**config.mk**
```make
export PLATFORM = sky130hd
export DESIGN_NAME = sac_control
export DESIGN_NICKNAME = d
export VERILOG_FILES = /design/src/sac_pkg.sv /design/src/sac_control.sv /design/src/sac_bus_drive.sv
export VERILOG_INCLUDE_DIRS = /design/src /design/src/src
export SDC_FILE = /design/constraint.sdc
export NUM_CORES = 1
export LEC_CHECK = 0
export ABC_AREA = 1
export BUFFER_PORTS_ARGS = -buffer_cell sky130_fd_sc_hd__buf_2
export CAP_MARGIN = 20
export CORE_MARGIN = 5
export CORE_UTILIZATION = 55
export DETAILED_ROUTE_END_ITERATION = 6
export GPL_TIMING_DRIVEN = 0
export PLACE_DENSITY = 0.76
export REMOVE_ABC_BUFFERS = 1
export SLEW_MARGIN = 20
export SYNTH_ARGS = -nofsm -noshare
export SYNTH_HDL_FRONTEND = slang
export SYNTH_HIERARCHICAL = 1
export SYNTH_SLANG_ARGS = --single-unit
```
**constraint.sdc**
```tcl
create_clock -name clk -period 2.4 [get_ports clk]
set_clock_uncertainty 0.1 [all_clocks]
set_input_delay 0.12 -clock clk [delete_from_list [all_inputs] [get_ports clk]]
set_output_delay 0.12 -clock clk [all_outputs]
set_load 0.01 [all_outputs]
```
**src/sac_consts.svh**
```systemverilog
// sac_consts.svh: timing counts and widths for the converter control block
// assumes a 40 MHz system clock (25 ns period)
`ifndef SAC_CONSTS_SVH
`define SAC_CONSTS_SVH
// ****************************************
// widths
// ****************************************
`define SAC_RES_W        16
`define SAC_MSB_IDX      4'hF
`define SAC_ZERO16       16'h0000
`define SAC_ONES16       16'hFFFF
// ****************************************
// timing
// ****************************************
`define SAC_CLK_PS       25000
`define SAC_CONV_MAX_PS  1800000
`define SAC_NAP_WAKE_PS  200000
// cycles per bit step: 16 steps plus clear and load must fit the maximum
`define SAC_STEP_CYC     ((`SAC_CONV_MAX_PS / `SAC_CLK_PS) / 18)
// nap wake time rounded up to whole cycles
`define SAC_NAP_CYC      ((`SAC_NAP_WAKE_PS + `SAC_CLK_PS - 1) / `SAC_CLK_PS)
`define SAC_CNT_W        8
`endif

```
**src/sac_pkg.sv**
```systemverilog
// sac_pkg.sv: types shared by the converter control block
// assumes nothing of its surroundings
`default_nettype none
package sac_pkg;
  // ****************************************
  // types
  // ****************************************
  typedef enum logic [2:0] {
    SAC_IDLE  = 3'b000,
    SAC_CLEAR = 3'b001,
    SAC_TRIAL = 3'b010,
    SAC_LOAD  = 3'b011,
    SAC_NAP   = 3'b100,
    SAC_SLEEP = 3'b101,
    SAC_WAKE  = 3'b110
  } sac_state_e;

  // host strobes of the parallel port
  typedef struct packed {
    logic chip_select_n;
    logic read_n;
    logic conversion_start_n;
    logic power_down_n;
  } sac_strobe_s;

  // result bus pin group
  typedef struct packed {
    logic [15:0] data_out;
    logic [15:0] data_oe_n;
  } sac_bus_s;
endpackage : sac_pkg
`default_nettype wire

```
**src/sac_control.sv**
```systemverilog
// sac_control.sv: control logic of a 16-bit successive-approximation converter
// assumes strobes synchronous to clk, comparator decision valid each step
//
// How it works
// - start falling edge with chip select low converts
// - start and read ignored while chip select high
// - bus driven only when read and select low
// - read before select: drive from select edge
// - 16-bit bus, line 15 is msb
// - busy low throughout conversion, high after
// - result present before busy rises
// - further starts ignored until conversion completes
// - trial register cleared at each start
// - bits resolved msb to lsb from comparator
// - final trial word loaded into output latches
// - internal timing sets conversion under maximum
// - result is the final trial word, straight binary
// - shutdown low enters power-down
// - chip select picks nap or sleep
// - nap keeps logic, ready after wake time
// - latches hold previous result during conversion
`include "sac_consts.svh"
`default_nettype none
module sac_control
  import sac_pkg::*;
(
  // clock, reset, enable
  input  wire logic        clk,
  input  wire logic        rst,
  input  wire logic        clk_en,
  // host strobes
  input  wire sac_strobe_s strobe,
  // comparator decision: 1 keeps the trial bit
  input  wire logic        comparator_keep,
  // status
  output logic             busy,
  output logic             napping,
  output logic             sleeping,
  // trial word under test, for the dac
  output logic [15:0]      bit_trial_register,
  // result pins
  output sac_bus_s         result_bus
);
  // ****************************************
  // state
  // ****************************************
  sac_state_e      state_q;       // sequencer state
  sac_state_e      state_d;
  logic [7:0]      cnt_q;         // step cycle counter
  logic [7:0]      cnt_d;
  logic [3:0]      bit_q;         // bit under trial
  logic [3:0]      bit_d;
  logic [15:0]     trial_q;       // bit trial register
  logic [15:0]     trial_d;
  logic [15:0]     latch_q;       // output latches
  logic [15:0]     latch_d;
  logic            start_n_q;     // previous start level
  logic            start_n_d;
  logic            busy_q;        // busy pin, active low
  logic            busy_d;
  logic            start_fall;    // qualified start edge

  // one-hot mask for a bit index
  function automatic logic [15:0] bit_mask(input logic [3:0] idx);
    bit_mask = `SAC_RES_W'(1) << idx;
  endfunction : bit_mask

  // ****************************************
  // start detection
  // ****************************************
  // falling edge counts only while selected
  always_comb begin
    start_n_d  = strobe.conversion_start_n;
    start_fall = start_n_q & ~strobe.conversion_start_n
               & ~strobe.chip_select_n;
  end

  // ****************************************
  // sequencer
  // ****************************************
  // next state, counter, trial register and latches
  always_comb begin
    state_d = state_q;
    cnt_d   = cnt_q;
    bit_d   = bit_q;
    trial_d = trial_q;
    latch_d = latch_q;
    busy_d  = busy_q;
    unique case (state_q)
      SAC_IDLE: begin
        if (!strobe.power_down_n) begin
          // select level picks the kind of shutdown
          state_d = strobe.chip_select_n ? SAC_SLEEP : SAC_NAP;
        end else if (start_fall) begin
          state_d = SAC_CLEAR;
          busy_d  = 1'b0;
        end
      end
      SAC_CLEAR: begin
        // clear before any decision, arm msb
        trial_d = `SAC_MSB_IDX == 4'hF ? bit_mask(`SAC_MSB_IDX)
                                       : `SAC_ZERO16;
        bit_d   = `SAC_MSB_IDX;
        cnt_d   = 8'(`SAC_STEP_CYC - 1);
        state_d = SAC_TRIAL;
      end
      SAC_TRIAL: begin
        // further start edges fall through unseen here
        if (cnt_q != 8'h00) begin
          cnt_d = cnt_q - 8'h01;
        end else begin
          // keep or drop the bit, then try the next lower one
          if (!comparator_keep) begin
            trial_d = trial_q & ~bit_mask(bit_q);
          end
          if (bit_q == 4'h0) begin
            // final word goes to the latches a cycle before busy rises
            latch_d = comparator_keep ? trial_q
                                      : trial_q & ~bit_mask(bit_q);
            state_d = SAC_LOAD;
          end else begin
            bit_d   = bit_q - 4'h1;
            trial_d = (comparator_keep ? trial_q
                                       : trial_q & ~bit_mask(bit_q))
                    | bit_mask(bit_q - 4'h1);
            cnt_d   = 8'(`SAC_STEP_CYC - 1);
          end
        end
      end
      SAC_LOAD: begin
        // latches already hold the word; busy rises after the data
        state_d = SAC_IDLE;
        busy_d  = 1'b1;
      end
      SAC_NAP, SAC_SLEEP: begin
        // starts ignored, latches kept
        if (strobe.power_down_n) begin
          state_d = SAC_WAKE;
          cnt_d   = 8'(`SAC_NAP_CYC - 1);
        end else if (!strobe.chip_select_n) begin
          state_d = SAC_NAP;
        end else begin
          state_d = SAC_SLEEP;
        end
      end
      SAC_WAKE: begin
        // logic stays up in nap; wait the wake time
        if (!strobe.power_down_n) begin
          state_d = strobe.chip_select_n ? SAC_SLEEP : SAC_NAP;
        end else if (cnt_q == 8'h00) begin
          state_d = SAC_IDLE;
        end else begin
          cnt_d = cnt_q - 8'h01;
        end
      end
      default: begin
        state_d = SAC_IDLE;
      end
    endcase
  end

  // register all sequencer state
  always_ff @(posedge clk) begin
    if (rst) begin
      state_q   <= SAC_IDLE;
      cnt_q     <= 8'h00;
      bit_q     <= 4'h0;
      trial_q   <= `SAC_ZERO16;
      latch_q   <= `SAC_ZERO16;
      start_n_q <= 1'b1;
      busy_q    <= 1'b1;
    end else if (clk_en) begin
      state_q   <= state_d;
      cnt_q     <= cnt_d;
      bit_q     <= bit_d;
      trial_q   <= trial_d;
      latch_q   <= latch_d;
      start_n_q <= start_n_d;
      busy_q    <= busy_d;
    end
  end

  // ****************************************
  // outputs
  // ****************************************
  assign busy               = busy_q;
  assign napping            = (state_q == SAC_NAP);
  assign sleeping           = (state_q == SAC_SLEEP);
  assign bit_trial_register = trial_q;

  // three-state result bus
  sac_bus_drive u_bus (
    .clk          (clk),
    .rst          (rst),
    .clk_en       (clk_en),
    .strobe       (strobe),
    .result_latch (latch_q),
    .result_bus   (result_bus)
  );
endmodule : sac_control
`default_nettype wire

```
**src/sac_bus_drive.sv**
```systemverilog
// sac_bus_drive.sv: three-state gating of the result bus
// assumes strobes synchronous to clk; oe low means pin driven
`include "sac_consts.svh"
`default_nettype none
module sac_bus_drive
  import sac_pkg::*;
(
  // clock and reset
  input  wire logic        clk,
  input  wire logic        rst,
  input  wire logic        clk_en,
  // strobes and latched result
  input  wire sac_strobe_s strobe,
  input  wire logic [15:0] result_latch,
  // pins
  output sac_bus_s         result_bus
);
  // ****************************************
  // output enable
  // ****************************************
  logic en_q;  // bus driven
  logic en_d;

  // enable only while both strobes low; rd first waits for cs edge
  always_comb begin
    en_d = ~strobe.read_n & ~strobe.chip_select_n;
  end

  // register enable
  always_ff @(posedge clk) begin
    if (rst) begin
      en_q <= 1'b0;
    end else if (clk_en) begin
      en_q <= en_d;
    end
  end

  // data comes from the output latches, msb on line 15
  assign result_bus.data_out  = result_latch;
  assign result_bus.data_oe_n = {`SAC_RES_W{~en_q}};
endmodule : sac_bus_drive
`default_nettype wire

```
==> results_dict.tcl <==
set metrics [dict create \
    yosysWarnings 6 \
    nFillCells 518 \
    viasPerCell 5.30 \
    root_buffer "clkbuf_8" \
    crit_family "simple AND/OR/NAND/NOR gates" \
    wire_per_inst_um 12.9 \
    setup_tns_ns 0 \
    drt_iter0_drc 264 \
    grtUsageMet3_pct 3.95 \
    hold_path_class "primary input to flip-flop" \
    setup_viol 0 \
    fin_nets 450 \
    synth_async_sr_flop_share_pct 0 \
    dp_hpwl_mm 4.54 \
    r2r_start "cnt_q[0]" \
    cp_max_fo 16 \
    start_util_pct 56.2 \
    grt_pass1_vias 2429 \
    timing.final.crit_share_pct 89.9 \
    worstHoldStart "strobe[3]" \
    top_usage_layer "met2" \
    rsz0062_at_grt "no" \
    area.sequential_um2 1000 \
    drv_slew 0 \
    critPathArrivalTime_ns 2.23 \
    synth_compound_gate_area_share_pct 18.7 \
    core-area_um2 5070 \
    drtAntennaViolNets 0 \
    grt_usage_pct 20.8 \
    grtUsageMet2_pct 33.4 \
    finalHoldViolations 0 \
    grt_pass1_wl_mm 11.0 \
    drcViolationCount 0 \
    fp-row-count 26 \
    syn_area_um2 2850 \
    crit_buf_inv 2 \
    yosys.area.top_type "dfxtp_1" \
    slowest_stage "nor3_4" \
    crit_cells 7 \
    avgSynthCellArea_um2 6.97 \
    drive_above_1_share_pct 20.4 \
    die_area_um2 6720 \
    synth_area_leaders "dfxtp_1 35%, nand2_1 12%, buf_4 9.0%, a21oi_1 8.2%, o21ai_0 6.8%" \
    antennaDiodeCount 0 \
    reg2reg_to "latch_q[8]" \
    ios 59 \
    finalWirelength_mm 6.56 \
    antenna_found_initial 0 \
    die_y_um 82.0 \
    min_path_cells 4 \
    synth_cell_types 34 \
    synth-simple-area-share_pct 26.6 \
    syn_inst 409 \
    criticalPathCategory "flip-flop to flip-flop" \
    grtUsageMet1_pct 28.1 \
    start_kind "flip-flop" \
    grt_max_degree 27 \
    yosys.area_share.xor_xnor_pct 1.54 \
    dr.pass1.iters 4 \
    endpoint_kind "flip-flop" \
    crit_chain "inv_1, ha_1, nand2_1, nor2_4, inv_2, nor3_4, a21oi_1" \
    ctsHtreeMaxLevel 2 \
    dp.cells 495 \
    synth_edf_count 0 \
    status "complete, no violations" \
    clkLatencyLatePin_ns 0.31 \
    critPathMaxStageDelay_ns 0.58 \
    multiInputGateArea_um2 1430 \
    synthMuxAreaShare_pct 0 \
    die_width_um 82.0 \
    synthFlopType "dfxtp_1" \
    power_leakage_nw 1.39 \
    cap_viol_max_count 0 \
    clkTransAtPathRegs_ns 0.10 \
    synth.most_common_cell "nand2_1" \
    cts_tree "yes" \
    synth_adder_area_share_pct 2.63 \
    grt_overflow 0 \
    powerDensity_nw_per_um2 640 \
    ys_seq_area_share_pct 35.1 \
    clock_path_buffers 2 \
    max_slew_margin_pct 49.7 \
    reg2regPathDepth 7 \
    cts_sinks 50 \
    tightest_slew_ns 0.754 \
    required_ns 2.47 \
    synth_top_area_share_pct 35.1 \
    stdcell_count 507 \
    area_growth_syn_to_layout_pct 8.29 \
    reg2reg_slack_ns 0.24 \
    port-buffer-count 58 \
    ir_drop_v 0.000274 \
    vias 2687 \
    ys_ff_latch 50 \
    place_congestion 0.872 \
    min_period_ns 2.16 \
    synth_top_family_by_area "simple AND/OR/NAND/NOR gates" \
    cts_made_buffers 5 \
    hold_end "u_bus/en_q" \
    fmax_ghz 0.463 \
    ys_top_cells_by_count "91 x nand2_1, 50 x dfxtp_1, 47 x a21oi_1" \
]
-- cell usage in the layout, fill, tap and decap left out, drive strengths merged --
cell type,instances
clkbuf,6
or2,1
dfxtp,50
nand3,25
clkinv,3
inv,36
ha,6
nand4,6
xnor2,1
nor4,1
xor2,4
nor2,32
nand2,97
buf,59
dlygate4sd3,2
nand3b,1
o211ai,1
o21a,1
a21oi,48
o21ai,54
nor3,3
-- through the flow --
| step | hold WS [ns] | total power [mW] | util, % | area, um2 | setup slack, ns |
|---|---|---|---|---|---|
| after floorplan | 0.0891 | 1.30 | - | 2550 | 0.317 |
| after global placement | 0.243 | 1.43 | 57.8 | 2930 | -0.0666 |
| after detailed placement | 0.252 | 1.44 | 57.8 | 2930 | -0.0864 |
| after CTS | 0.00557 | 1.98 | 60.5 | 3070 | 0.102 |
| after global routing | 0.0264 | 2.10 | 60.8 | 3090 | 0.0501 |
| final | 0.0179 | 1.98 | 60.8 | 3090 | 0.242 |
-- kinds of logic after synthesis --
| family | Yosys count |
|---|---|
| compound gates | 104 |
| xor+xnor | 5 |
| fa+ha+maj | 6 |
| buf+inv | 79 |
| flops | 50 |
| simple gates | 165 |
-- area by class of cell --
type / count / area share (%)
inverter: 37 / 4.58
timing repair buffer: 61 / 10.7
clock inverter: 2 / 0.567
sequential: 50 / 32.4
clock buffer: 6 / 2.67
multi-input combinational: 281 / 46.2
tap: 70 / 2.84
-- per-layer routing --
metal,part of all wire (%),vias up,routed length [um]
met5,0,-,0
met4,0.85,0,56
met3,6.9,6,450
li1,-,1370,-
met2,46,84,3010
met1,46,1227,3040
-- tightest hold or removal path, delay by kind of cell --
family	cells	cell delay, ns
buf+inv	1	0.10
simple gates	3	0.16
-- where the power goes --
part | switching (mW) | internal [mW] | total, mW
logic | 0.380 | 0.160 | 0.541
clock network | 0.293 | 0.238 | 0.531
registers | 0.0385 | 0.867 | 0.905
total | 0.712 | 1.27 | 1.98
-- flip-flops by register name, summed over array words and instances (netlist names) --
| register | count |
|---|---|
| u_bus/en_q | 1 |
| bit_trial_register | 16 |
| busy | 1 |
| state_q | 3 |
| cnt_q | 8 |
| start_n_q | 1 |
| bit_q | 4 |
| latch_q | 16 |
-- how the worst max path moves through the flow --
stage,to,slack [ns],startpoint
6_report,latch_q[8],0.24,cnt_q[0]
5_1_grt,latch_q[9],0.05,cnt_q[0]
4_1_cts,latch_q[15],0.10,cnt_q[0]
3_5_place_dp,latch_q[0],-0.09,cnt_q[0]
3_3_place_gp,latch_q[0],-0.07,cnt_q[0]
2_1_floorplan,latch_q[0],0.32,cnt_q[0]
-- repair_timing --
action                                 CTS  global route
pin swaps                                1             1
hold buffers                             2             0
buffers inserted                         0             1
gates cloned                             1             0
setup endpoints to repair               16            11
endpoints found under the hold margin    2             0
gates resized for setup                  1             0
(Power assumes the default switching activity.)
